`config.mk`:
```
export PLATFORM = sky130hd
export DESIGN_NAME = tps_sequencer
export DESIGN_NICKNAME = d
export VERILOG_FILES = /design/src/tps_pkg.sv /design/src/tps_sequencer.sv /design/src/tps_timer.sv
export VERILOG_INCLUDE_DIRS = /design/src /design/src/src
export SDC_FILE = /design/constraint.sdc
export NUM_CORES = 1
export LEC_CHECK = 0
export ABC_AREA = 1
export BUFFER_PORTS_ARGS = -buffer_cell sky130_fd_sc_hd__clkbuf_2
export CAP_MARGIN = 5
export CORE_UTILIZATION = 35
export CTS_BUF_LIST = sky130_fd_sc_hd__clkbuf_8
export DETAILED_ROUTE_END_ITERATION = 10
export GPL_ROUTABILITY_DRIVEN = 0
export PLACE_DENSITY = 0.53
export SETUP_SLACK_MARGIN = 0.5
export SYNTH_ARGS = -nofsm -noshare
export SYNTH_HDL_FRONTEND = slang
export SYNTH_SLANG_ARGS = --single-unit
export TNS_END_PERCENT = 5
```
`constraint.sdc`:
```
create_clock -name mclk -period 18.3 [get_ports mclk]
set_input_delay 1.83 -clock mclk [delete_from_list [all_inputs] [get_ports mclk]]
set_output_delay 1.83 -clock mclk [all_outputs]
set_load 0.02 [all_outputs]
```
`src/tps_consts.svh`:
```
`ifndef TPS_CONSTS_SVH
`define TPS_CONSTS_SVH

// Master clock rate and the documented times in their own units.
`define TPS_CLK_KHZ 40000
`define TPS_STEP_BASE_US 2000
`define TPS_REFRESH_US 400
`define TPS_SETTLE_MS 120

// Cycle counts derived from the times above.
`define TPS_STEP_CYCLES ((`TPS_STEP_BASE_US * `TPS_CLK_KHZ) / 1000)
`define TPS_REFRESH_CYCLES ((`TPS_REFRESH_US * `TPS_CLK_KHZ) / 1000)
`define TPS_SETTLE_CYCLES (`TPS_SETTLE_MS * `TPS_CLK_KHZ)

// Register byte offsets.
`define TPS_OFS_CFG 8'h00
`define TPS_OFS_DELAY 8'h04
`define TPS_OFS_STATUS 8'h08

// Configuration register fields.
`define TPS_CFG_COL_LSB 0
`define TPS_CFG_ORDER_LSB 4
`define TPS_CFG_COL_RESET 2'h0
`define TPS_CFG_ORDER_RESET 3'h1

// Delay register: six 4-bit fields, delay 1 in the low nibble.
`define TPS_DELAY_RESET 24'h00_0000

// Status register fields.
`define TPS_ST_STATE_LSB 0
`define TPS_ST_REL_LSB 4
`define TPS_ST_EN_BIT 7
`define TPS_ST_ABORT_BIT 8
`define TPS_ST_PIN_LSB 9

// Down-order permutations as {first, second, third} gate indices.
`define TPS_ORD_1 6'b10_01_00
`define TPS_ORD_2 6'b10_00_01
`define TPS_ORD_3 6'b01_10_00
`define TPS_ORD_4 6'b01_00_10
`define TPS_ORD_5 6'b00_10_01
`define TPS_ORD_6 6'b00_01_10

`endif

```
`src/tps_pkg.sv`:
```
`default_nettype none

package tps_pkg;

    // Sequencer states, Gray coded along the usual up-then-down path.
    typedef enum logic [3:0] {
        ST_IDLE   = 4'b0000,
        ST_UP1    = 4'b0001,
        ST_UP2    = 4'b0011,
        ST_UP3    = 4'b0010,
        ST_ON     = 4'b0110,
        ST_DN1    = 4'b0111,
        ST_DN2    = 4'b0101,
        ST_DN3    = 4'b0100,
        ST_SETTLE = 4'b1100
    } tps_state_t;

    // Software configuration that shapes one whole sequence.
    typedef struct packed {
        logic [2:0] order;
        logic [1:0] column;
        logic [23:0] delays;
    } tps_cfg_t;

endpackage

`default_nettype wire

```
`src/tps_sequencer.sv`:
```
// Functional notes
// - All three gates stay held low after reset until enable is seen high.
// - Enable rising starts the first delay; gate 1 releases when it expires.
// - Each release starts the next delay; gates 2 then 3 release on expiry.
// - Power-up order is fixed: gate 1, then gate 2, then gate 3.
// - Enable falling after full power-up times, then pulls gates low in order.
// - Three power-down delays are set apart from the three power-up delays.
// - Enable falling before gate 1 releases resets the timer, releases nothing.
// - Enable falling mid power-up restarts the timer and finishes releasing.
// - After such an interrupted power-up, wait 120 ms before power-down.
// - All six delays count from the one master clock.
// - Delays 1 and 4 get an extra 400 us refresh time added.
// - Each delay is 0 to 15 times a step of 2, 4, 6 or 8 ms.
// - One step column is shared by all six delays.
// - Power-down order is chosen from six permutations, apart from delays.
// - Reset configuration is order 1: up 1-2-3, down 3-2-1.
// - Order codes 1 to 6 give 321, 312, 231, 213, 132, 123.
//
// Implementation choices: the placing of the registers and the APB slave port.
`include "tps_consts.svh"
`default_nettype none

module tps_sequencer
    import tps_pkg::*;
#(
    parameter int STEP_CYCLES = `TPS_STEP_CYCLES,
    parameter int REFRESH_CYCLES = `TPS_REFRESH_CYCLES,
    parameter int SETTLE_CYCLES = `TPS_SETTLE_CYCLES,
    parameter int CNT_W = 24
) (
    input wire logic mclk, // Master clock, 40 MHz.
    input wire logic rst, // Asynchronous reset, active high.
    input wire logic enIn, // Enable comparator output, asynchronous.
    input wire logic [2:0] railGateIn, // Sensed level of each gate pin.
    output logic [2:0] railGateOut, // Gate pin drive value, always low.
    output logic [2:0] railGateOe, // High while a gate pin is pulled low.
    input wire logic psel, // APB select.
    input wire logic penable, // APB enable.
    input wire logic pwrite, // APB write direction.
    input wire logic [7:0] paddr, // APB byte address.
    input wire logic [31:0] pwdata, // APB write data.
    output logic [31:0] prdata, // APB read data.
    output logic pready, // APB ready.
    output logic pslverr // APB error for an unmapped address.
);

    // Ordered gate indices for a down-order code; bad codes fall back to order 1.
    function automatic logic [5:0] downOrder(input logic [2:0] code);
        case (code)
            3'd2: downOrder = `TPS_ORD_2;
            3'd3: downOrder = `TPS_ORD_3;
            3'd4: downOrder = `TPS_ORD_4;
            3'd5: downOrder = `TPS_ORD_5;
            3'd6: downOrder = `TPS_ORD_6;
            default: downOrder = `TPS_ORD_1;
        endcase
    endfunction

    // Cycles for a delay field: index times the column step plus optional refresh.
    function automatic logic [CNT_W-1:0] delayCycles(input logic [3:0] idx,
                                                     input logic [1:0] col,
                                                     input logic refresh);
        int ticks;
        int cyc;
        ticks = int'(idx) * (int'(col) + 1);
        cyc = ticks * STEP_CYCLES + (refresh ? REFRESH_CYCLES : 0);
        delayCycles = CNT_W'(cyc);
    endfunction

    // Gate index of power-down step n under the running order.
    function automatic logic [1:0] downGate(input logic [5:0] ord, input int n);
        case (n)
            0: downGate = ord[5:4];
            1: downGate = ord[3:2];
            default: downGate = ord[1:0];
        endcase
    endfunction

    tps_state_t state_q, state_d;
    tps_cfg_t cfg_q, run_q;
    logic [1:0] enSync_q;
    logic enPrev_q;
    logic [2:0] pinSync0_q, pinSync1_q;
    logic [2:0] held_q, held_d;
    logic abort_q, abort_d;
    logic [2:0] zeroOut_q;
    logic pready_q, pslverr_q;
    logic [31:0] prdata_q;

    // Enable and pin levels come from outside the clock domain.
    always_ff @(posedge mclk or posedge rst) begin
        if (rst) begin
            enSync_q <= 2'b00;
            enPrev_q <= 1'b0;
            pinSync0_q <= 3'b000;
            pinSync1_q <= 3'b000;
        end else begin
            enSync_q <= {enSync_q[0], enIn};
            enPrev_q <= enSync_q[1];
            pinSync0_q <= railGateIn;
            pinSync1_q <= pinSync0_q;
        end
    end

    wire enOn = enSync_q[1];
    wire enFall = enPrev_q && !enOn;

    // APB decode; one wait state so read data is always registered.
    wire setupPh = psel && !penable;
    wire accessPh = psel && penable && !pready_q;
    wire doneAcc = psel && penable && pready_q;
    wire hitCfg = (paddr == `TPS_OFS_CFG);
    wire hitDelay = (paddr == `TPS_OFS_DELAY);
    wire hitStatus = (paddr == `TPS_OFS_STATUS);
    wire hitAny = hitCfg || hitDelay || hitStatus;
    wire wrCfg = doneAcc && pwrite && hitCfg;
    wire wrDelay = doneAcc && pwrite && hitDelay;

    // Read multiplexer; unused bits read as zero.
    wire [31:0] rdCfg = {25'h0, cfg_q.order, 2'b00, cfg_q.column};
    wire [31:0] rdDelay = {8'h00, cfg_q.delays};
    wire [31:0] rdStatus = {20'h0, pinSync1_q, abort_q, enOn, ~held_q, state_q};
    wire [31:0] rdData = hitCfg ? rdCfg : (hitDelay ? rdDelay : (hitStatus ? rdStatus : '0));

    // Bus answer registers, loaded in the access phase and dropped after it.
    always_ff @(posedge mclk or posedge rst) begin
        if (rst) begin
            pready_q <= 1'b0;
            pslverr_q <= 1'b0;
            prdata_q <= 32'h0000_0000;
        end else begin
            pready_q <= accessPh;
            pslverr_q <= accessPh && !hitAny;
            prdata_q <= (accessPh && !pwrite) ? rdData : 32'h0000_0000;
        end
    end

    // Software configuration. Writes to status are ignored.
    always_ff @(posedge mclk or posedge rst) begin
        if (rst) begin
            cfg_q.order <= `TPS_CFG_ORDER_RESET;
            cfg_q.column <= `TPS_CFG_COL_RESET;
            cfg_q.delays <= `TPS_DELAY_RESET;
        end else begin
            if (wrCfg) begin
                cfg_q.order <= pwdata[`TPS_CFG_ORDER_LSB +: 3];
                cfg_q.column <= pwdata[`TPS_CFG_COL_LSB +: 2];
            end
            if (wrDelay) begin
                cfg_q.delays <= pwdata[23:0];
            end
        end
    end

    // The running copy is frozen at the start of a sequence so that a mid-sequence
    // write cannot mix columns or change order halfway through.
    always_ff @(posedge mclk or posedge rst) begin
        if (rst) begin
            run_q.order <= `TPS_CFG_ORDER_RESET;
            run_q.column <= `TPS_CFG_COL_RESET;
            run_q.delays <= `TPS_DELAY_RESET;
        end else if (state_q == ST_IDLE) begin
            run_q <= cfg_q;
        end
    end

    wire [5:0] runOrd = downOrder(run_q.order);
    wire timerDone;

    // Sequencing decisions.
    always_comb begin
        state_d = state_q;
        held_d = held_q;
        abort_d = abort_q;
        case (state_q)
            ST_IDLE: begin
                held_d = 3'b111;
                abort_d = 1'b0;
                if (enOn) begin
                    state_d = ST_UP1;
                end
            end
            ST_UP1: begin
                if (!enOn) begin
                    state_d = ST_IDLE;
                end else if (timerDone) begin
                    held_d[0] = 1'b0;
                    state_d = ST_UP2;
                end
            end
            // A fall that meets expiry must not stall the walk, since no reload follows it.
            ST_UP2: begin
                if (enFall) begin
                    abort_d = 1'b1;
                end
                if (timerDone) begin
                    held_d[1] = 1'b0;
                    state_d = ST_UP3;
                end
            end
            ST_UP3: begin
                if (enFall) begin
                    abort_d = 1'b1;
                end
                if (timerDone) begin
                    held_d[2] = 1'b0;
                    state_d = (abort_q || enFall) ? ST_SETTLE : ST_ON;
                end
            end
            ST_ON: begin
                if (!enOn) begin
                    state_d = ST_DN1;
                end
            end
            ST_SETTLE: begin
                if (timerDone) begin
                    state_d = ST_DN1;
                end
            end
            ST_DN1: begin
                if (timerDone) begin
                    held_d[downGate(runOrd, 0)] = 1'b1;
                    state_d = ST_DN2;
                end
            end
            ST_DN2: begin
                if (timerDone) begin
                    held_d[downGate(runOrd, 1)] = 1'b1;
                    state_d = ST_DN3;
                end
            end
            ST_DN3: begin
                if (timerDone) begin
                    held_d[downGate(runOrd, 2)] = 1'b1;
                    state_d = ST_IDLE;
                end
            end
            default: begin
                state_d = ST_IDLE;
                held_d = 3'b111;
                abort_d = 1'b0;
            end
        endcase
    end

    // Timer load: on each timed state entry, and again when an interrupt restarts it.
    wire restart = enFall && ((state_q == ST_UP2) || (state_q == ST_UP3)) && !timerDone;
    wire enterTimed = (state_d != state_q) && (state_d != ST_IDLE) && (state_d != ST_ON);
    wire loadT = enterTimed || restart;
    wire clearT = (state_d == ST_IDLE) || (state_d == ST_ON);
    tps_state_t loadSt;
    assign loadSt = restart ? state_q : state_d;
    logic [CNT_W-1:0] loadVal;

    // Delay selection per timed state; one field each except settle, delays 1 and 4 refreshed.
    always_comb begin
        case (loadSt)
            ST_UP1: loadVal = delayCycles(run_q.delays[3:0], run_q.column, 1'b1);
            ST_UP2: loadVal = delayCycles(run_q.delays[7:4], run_q.column, 1'b0);
            ST_UP3: loadVal = delayCycles(run_q.delays[11:8], run_q.column, 1'b0);
            ST_DN1: loadVal = delayCycles(run_q.delays[15:12], run_q.column, 1'b1);
            ST_DN2: loadVal = delayCycles(run_q.delays[19:16], run_q.column, 1'b0);
            ST_DN3: loadVal = delayCycles(run_q.delays[23:20], run_q.column, 1'b0);
            ST_SETTLE: loadVal = CNT_W'(SETTLE_CYCLES);
            default: loadVal = '0;
        endcase
    end

    // A single shared counter keeps the delay ratios exact.
    tps_timer #(
        .CNT_W(CNT_W)
    ) u_timer (
        .mclk(mclk),
        .rst(rst),
        .load(loadT),
        .clear(clearT),
        .loadVal(loadVal),
        .expired(timerDone)
    );

    // State and output registers. A held gate drives its pin low.
    always_ff @(posedge mclk or posedge rst) begin
        if (rst) begin
            state_q <= ST_IDLE;
            held_q <= 3'b111;
            abort_q <= 1'b0;
            zeroOut_q <= 3'b000;
        end else begin
            state_q <= state_d;
            held_q <= held_d;
            abort_q <= abort_d;
            zeroOut_q <= 3'b000;
        end
    end

    assign railGateOut = zeroOut_q;
    assign railGateOe = held_q;
    assign pready = pready_q;
    assign prdata = prdata_q;
    assign pslverr = pslverr_q;
endmodule

`default_nettype wire

```
`src/tps_timer.sv`:
```
`default_nettype none

module tps_timer #(
    parameter int CNT_W = 24
) (
    input wire logic mclk, // Master clock.
    input wire logic rst, // Asynchronous reset, active high.
    input wire logic load, // Start counting from loadVal.
    input wire logic clear, // Abandon the running count.
    input wire logic [CNT_W-1:0] loadVal, // Cycles to wait before expiry.
    output logic expired // High while a running count has reached zero.
);

    logic [CNT_W-1:0] cnt_q;
    logic run_q;

    // Expiry is combinational so a zero load ends one cycle after the load.
    assign expired = run_q && (cnt_q == '0);

    // One down counter serves every delay, so all share the master clock.
    always_ff @(posedge mclk or posedge rst) begin
        if (rst) begin
            cnt_q <= '0;
            run_q <= 1'b0;
        end else if (load) begin
            cnt_q <= loadVal;
            run_q <= 1'b1;
        end else if (clear || expired) begin
            run_q <= 1'b0;
        end else if (run_q) begin
            cnt_q <= cnt_q - 1'b1;
        end
    end

endmodule

`default_nettype wire

```
# [Word-level counts from Yosys, hierarchy flattened]
# Index checks and enable logic that the tools add are counted.
[op_classes] add_sub_neg=4 n_mul=12 reduce_logical=46 magnitude_cmp=6 n_bitwise=8 shifts=0 mux=46 div=0 eq_ne=34
[op_table] op="one-hot mux 24 bit (7 select lines)" count=1
[op_table] op="multiplier 32 x 11 -> 17 bit, second input constant" count=5
[op_table] op="multiplier 5 x 32 -> 32 bit" count=5
[op_table] op="two-way mux 24 bit" count=6
[op_table] op="adder 24 x 15 -> 24 bit, second input constant" count=2
[op_table] op="two-way mux 4 bit" count=12
[op_table] op="one-hot mux 4 bit (9 select lines)" count=1
[op_table] op="== test 4 x 3 -> 1 bit, second input constant" count=8
[op_table] op="one-hot mux 6 bit (5 select lines)" count=1
[op_table] op="zero test 24 bit" count=1
[op_table] op="subtractor 24 x 1 -> 24 bit, second input constant" count=1
[op_table] op="logical AND 1 bit" count=17
[op_table] op="multiplier 7 x 10 -> 17 bit, second input constant" count=1
[op_table] op="== test 4 x 2 -> 1 bit, second input constant" count=4
[op_table] op="inequality test 2 bit, second input constant" count=8
[op_table] op="one-hot mux 1 bit (5 select lines)" count=3
[op_table] op="two-way mux 12 bit" count=1
[op_table] op="two-way mux 2 bit" count=6
[op_table] op="OR reduction 4 bit" count=3
[op_table] op="AND reduction 5 bit" count=2
[op_table] op="== test 3 bit, second input constant" count=3
[op_table] op="< comparator 2 x 3 -> 1 bit, second input constant" count=3
[op_table] op="two-way mux 3 bit" count=3
[op_table] op="OR 3 bit" count=3
[op_table] op="26 further kinds" count=56
[totals] reg_bits=126 latch_bits=0 output_inout_bits=40 in_bits=49 ram_bits=0 n_memories=0 rom_bits=0 wordCells=176

# [Logic depth before layout (Yosys ltp)]
[logic_depth] ltp_word=12 ltp_mapped=38 ltp_nobuf=37

# [Modules after synthesis]
# From an unflattened synthesis, not the netlist that was laid out.
[hier_totals] cells_unflattened=2311 area_unflattened_um2=17349.1
[by_module_without_submodules] mod="tps_sequencer" instances=1 seq_area_each_um2=2533.7 cells_per_inst=2008 area_each_um2=15354.7
[by_module_without_submodules] mod="tps_timer" instances=1 seq_area_each_um2=625.6 cells_per_inst=303 area_each_um2=1994.4

# [Least setup slack after synthesis]
# No wires, ideal clock.
[synth_path] path_type="register -> register" startpoint="register run_q[24] (netlist bit)" endpoint="register u_timer.cnt_q[21]" setup_time_ns=0.123 path_buffers=1 arrival_ns=6.539 t_required_ns=18.177 path_stages_with_launch=32 period_less_slack_ns=6.663 setup_slack_ns=11.637 cell_sequence="dfrtp_1 -> ha_1 -> clkbuf_1 -> nand2_1 -> inv_1 -> ha_1 -> inv_1 -> fa_1 -> fa_1 -> o221ai_1 -> xor2_1 -> ha_1 -> ha_1 -> inv_1 -> fa_1 -> inv_1 -> fa_1 -> ha_1 -> ha_1 -> a21oi_1 -> o21ai_0 -> a21oi_1 -> nor2_1 -> o21ai_0 -> nand2_1 -> or2_2 -> nand3_1 -> nand2_1 -> nor3_1 -> nand2_1 -> nand2_1 -> a21oi_1"
[synth_between] elab_chain_len=6 elab_cells_between_ends=17 cone_classes="3 x add/sub; 12 x mul; 2 x mux"
[synth_rtl] element="start, declared" line="tps_sequencer.sv:80" source="tps_cfg_t cfg_q, run_q;"
[synth_rtl] element="start signal, assigned" line="tps_sequencer.sv:163" source="run_q <= cfg_q;"
[synth_rtl] element="adder 2 x 1 -> 3 bit *" line="tps_sequencer.sv:65" source="ticks = int'(idx) * (int'(col) + 1);"
[synth_rtl] element="multiplier 5 x 32 -> 32 bit" line="tps_sequencer.sv:65"
[synth_rtl] element="multiplier 32 x 11 -> 17 bit" line="tps_sequencer.sv:66" source="cyc = ticks * STEP_CYCLES + (refresh ? REFRESH_CYCLES : 0);"
[synth_rtl] element="adder 24 x 15 -> 24 bit" line="tps_sequencer.sv:66"
[synth_rtl] element="one-hot mux 24 bit (7 select lines) *" line="tps_sequencer.sv:257" source="case (loadSt)"
[synth_rtl] element="two-way mux 24 bit *" line="tps_timer.sv:25" source="end else if (load) begin"
[synth_rtl] element="end signal, assigned" line="tps_timer.sv:26" source="cnt_q <= loadVal;"
[synth_rtl] element="end signal, assigned" line="tps_timer.sv:31" source="cnt_q <= cnt_q - 1'b1;"
[synth_rtl] element="end, declared" line="tps_timer.sv:14" source="logic [CNT_W-1:0] cnt_q;"
# Mark *: on every way between the ends. The rest lies on a longest branch, timed or not.
# A chain may end at the register's enable or synchronous reset.

# [Final worst setup path]
[layout_path] startpoint="register run_q[24] (netlist bit)" endpoint="register u_timer.cnt_q[23]"
# The elaborated chain is that of the path after synthesis.

==> results <==
- In this run the critical register-to-register path is captured at u_timer.cnt_q[23].
- In the post-synthesis netlist, the biggest area contributors are ha_1 26%, dfrtp_1 18%, fa_1 9.9%.
- The met2 layer usage reported by global route is 29.0%.
- After clock tree synthesis, the setup repair step added 0 buffers.
- The final critical-path share of the clock period is 44.2%.
- The number of antenna violations at the first check in global routing is 0.
- The number of stages on the worst hold path is 0.
- Registers are responsible for 18.5% of the overall power.
- Pin placement for this block handled 89 I/O pins.
- The worst setup path is of the reg2reg kind.
- The smallest clock period supported by the final layout is computed as 8.10 ns.
- The later pin in the worst-skew pair is clocked with a latency of 0.45 ns.
- The worst setup path startpoint is run_q[24].
- The number of synthesized register bits is 126.
- Adding up every negative setup slack in the final design gives 0 ns.
- In this design, the stage delay of the slowest critical-path cell is 0.80 ns.
- Global routing used 25.3% of the available met1 tracks.
- Once the clock tree was built, the resizer swapped 0 gates to a different size.
- The largest total area in the synthesized netlist belongs to ha_1.
- Counting every instance in the synthesized netlist gives 2,120.
- The max-capacitance violation count is 0.
- In the synthesized netlist, the cells that appear most often are 410 x inv_1, 382 x nand2_1, 341 x ha_1, 146 x nor2_1, 121 x dfrtp_1.
- The number of hold violations in the final report is 0.
- Summing internal, switching and leakage power gives 2.07 mW.
- The initial cell density of the core is 35.5%.
- STA classifies the critical path startpoint as a flop.
- Dividing the detail-routed via count by the number of cells gives 4.86.
- The tightest min-delay check is of the reg2reg type.
- The flow ran to the end, and the final reports show no timing, DRC or antenna violations.
- The number of vias in the routed layout is 13.6k.
- Counting flops with an async set or reset pin after synthesis yields a share of 100%.
- The residual overflow from global routing is 0.
- The worst pin sits at a relative slew slack of 34.6%.
- For this design the ratio of total power to cell area is 115 nW/um2.
- The busiest layer in global routing is met2.
- The count of buffers from port buffering is 69.
- The overall track demand over capacity in global routing is 17.7%.
- The floorplan has 79 rows.
- The count of clock tree sinks is 126.
- The die covers 48,100 um2.
- For this run, the top clock speed supported by timing is 0.124 GHz.
- The per-cell routed wire length is 14.6 um.
- The placed wire-length estimate is 34,000 um.
- At the pin with the least slew margin, the transition time is 0.973 ns.
- The worst register-to-register path begins at run_q[24].
- Cells with a size suffix above 1 make up 8.33% of the layout.
- The residual antenna-violating net count after detailed routing is 0.
- The largest individual stage delay along the critical path comes from the cell dfrtp_1.
- The synthesis-to-layout area growth is 8.37%.
- The commonest register cell after synthesis is dfrtp_1.
- The count of flip-flops with a built-in enable after synthesis is 0.
- The area of the core region is 46,600 um2.
- After synthesis, the netlist uses 58 different library cells.
- Setup violations remaining at the end of the flow were counted as 0.
- For the final database, setup skew stands at 0.0285 ns.
- In the post-synthesis netlist, the cell with the most instances is inv_1.
- The clock root buffer is clkbuf_8.
- VDD sags by at most 0.0756 mV.
- The hold buffer count at cts is 0.
- The average instance area after synthesis is 7.80 um2.
- The number of cells on the worst reg-to-reg path is 35.
- The part of the power in combinational logic is 69.4%.
- Among cell families on the critical path, the largest total delay comes from adder cells.
- The share of the Yosys chip area taken by registers is 19.1%.
- Global routing consumed, on the met3 layer, 1.62% of the routing resources.
- The fraction of power spent switching nets is 54.4%.
- STA puts the critical path data required time at 18.67 ns.
- At the worst endpoint, the arrival time is 8.46 ns.
- The number of global-route vias before repair was 13.5k.
- The number of antenna cells inserted is 0.
- The width of the chip is 219 um.
- After the last flow step, the layout net total stands at 2,656.
- The first-pass detailed-route iteration total is 5.
- Clock tree synthesis inserted a total of 17 buffers.
- In this run the worst path has a maximum fanout of 24.
- The net switching power figure is 1.13 mW.
- The number of warnings issued by yosys is 0.
- After synthesis the cells add up to 16,500 um2.
- In this run the vertical extent of the chip is 219 um.
- The TritonCTS clock tree is built.
- Setup repair after global routing left no endpoint under its margin.
- The fill cell instance count of the final layout is 4,847.
- The share of synthesized area in the top cell type comes to 25.8%.
- The path with the worst hold slack has its endpoint at pinSync1_q[0].
- The count of final max-slew check failures is 0.
- Setup slack on the worst reg-to-reg path comes out at 10.20 ns.
- The worst hold path begins at pinSync0_q[0].
- The type of element capturing the critical path is a flop.
- The clock passes through at most 2 buffers.
- The internal power of the cells totals 0.944 mW.
- The count of H-tree levels built during CTS is 4.
- The leakage power of the design is 10.5 nW.
- Entering global routing, the biggest net connects 65 pins.
- Clock-pin slew was measured on the worst setup and hold paths at 0.09 ns.
- The total detailed-routing wirelength is 41,000 um.
- The critical path buffer and inverter count is 8.
- The first global-routing pass estimated 68,500 um of wire.
- The clock share of power is 12.1%.
- For this run, design rule violations remaining after detail routing come to 0.
- The first routing iteration left 618 violations.
==> cell usage in the layout, fill, tap and decap left out, types with 5 or more instances in the layout <==
cell,n
dfstp_2,5
nand2_1,382
o21ai_1,8
a21oi_1,119
o21bai_1,7
o211ai_1,5
fa_1,82
a211oi_1,5
or2_2,5
ha_1,341
inv_2,6
buf_4,11
a221oi_1,5
nor2_2,10
clkbuf_2,69
clkbuf_8,17
nand4_1,16
nor3_1,37
dfrtp_1,121
inv_1,409
nor4_1,7
nand2_2,14
o31ai_1,9
conb_1,11
nor2_4,5
o221ai_1,6
a31oi_1,6
xor2_1,53
nor2_1,145
xnor2_1,24
mux2_2,6
o21ai_0,115
nand3_1,73
==> power groups by stage <==
stage	clock network, mW	registers (mW)	logic (mW)
after floorplan	0	0.379	1.10
after global placement	0	0.386	1.42
final	0.250	0.383	1.44
after global routing	0.266	0.391	1.66
after CTS	0.256	0.383	1.45
after detailed placement	0	0.387	1.43
==> flip-flops by register name (all words and copies together), names as in the netlist <==
| signal | cells |
|---|---|
| abort_q | 1 |
| cfg_q | 29 |
| enPrev_q | 1 |
| enSync_q | 2 |
| pinSync0_q | 3 |
| pinSync1_q | 3 |
| prdata | 24 |
| pready | 1 |
| pslverr | 1 |
| railGateOe | 3 |
| run_q | 29 |
| state_q | 4 |
| u_timer.cnt_q | 24 |
| u_timer.run_q | 1 |
==> logic make-up after synthesis <==
| family | after synthesis | share of synthesized area [%] |
|---|---|---|
| flip-flops | 126 | 19.1 |
| AND/OR/NAND/NOR | 708 | 18.8 |
| XOR/XNOR | 77 | 4.08 |
| multiplexers | 6 | 0.408 |
| buffers and inverters | 461 | 10.9 |
| other | 1 | 0.0227 |
| adder cells (fa/ha/maj) | 423 | 35.7 |
| AO/OA/AOI/OAI | 318 | 11.0 |
==> through the flow <==
| stage | hold slack [ns] | setup WS, ns | utilization, % | cell area, um2 | std cells |
|---|---|---|---|---|---|
| floorplan | 0.331 | 11.64 | - | 16600 | 2130 |
| global placement | 0.333 | 10.21 | 37.6 | 17500 | 2772 |
| CTS | 0.358 | 10.13 | 38.5 | 17900 | 2804 |
| detailed placement | 0.338 | 10.14 | 37.6 | 17500 | 2772 |
| global route | 0.372 | 9.56 | 38.5 | 17900 | 2804 |
| finish | 0.356 | 10.20 | 38.5 | 17900 | 2804 |
==> area by class of cell <==
| type | count | area (um2) | share of cell area (%) |
|---|---|---|---|
| clock inverter | 15 | 170 | 0.949 |
| timing repair buffer | 80 | 428 | 2.39 |
| inverter | 416 | 1560 | 8.72 |
| sequential | 126 | 3160 | 17.6 |
| multi-input combinational | 1543 | 11600 | 64.8 |
| tap | 607 | 759 | 4.24 |
| clock buffer | 17 | 234 | 1.30 |
==> per-layer routing <==
layer	share of wire [%]	up-vias
met5	0	-
met4	1.4	0
met3	3.0	33
met2	46	229
met1	50	6373
li1	-	6984
==> worst register-to-register path, delay by kind of cell, from the launching register on <==
kind	cells	cell delay [ns]
flops	1	0.80
simple gates	10	1.05
buf+inv	8	0.85
compound gates	7	1.60
fa+ha+maj	10	3.73
==> worst max path at each step <==
stage / end / slack (ns) / cells past startpoint
after floorplan: u_timer.cnt_q[21] / 11.64 / 31
final: u_timer.cnt_q[23] / 10.20 / 35
after global routing: u_timer.cnt_q[23] / 9.56 / 35
after global placement: u_timer.cnt_q[21] / 10.21 / 31
after CTS: u_timer.cnt_q[21] / 10.13 / 31
after detailed placement: u_timer.cnt_q[21] / 10.14 / 31
Power figures use the tool's default switching activity.
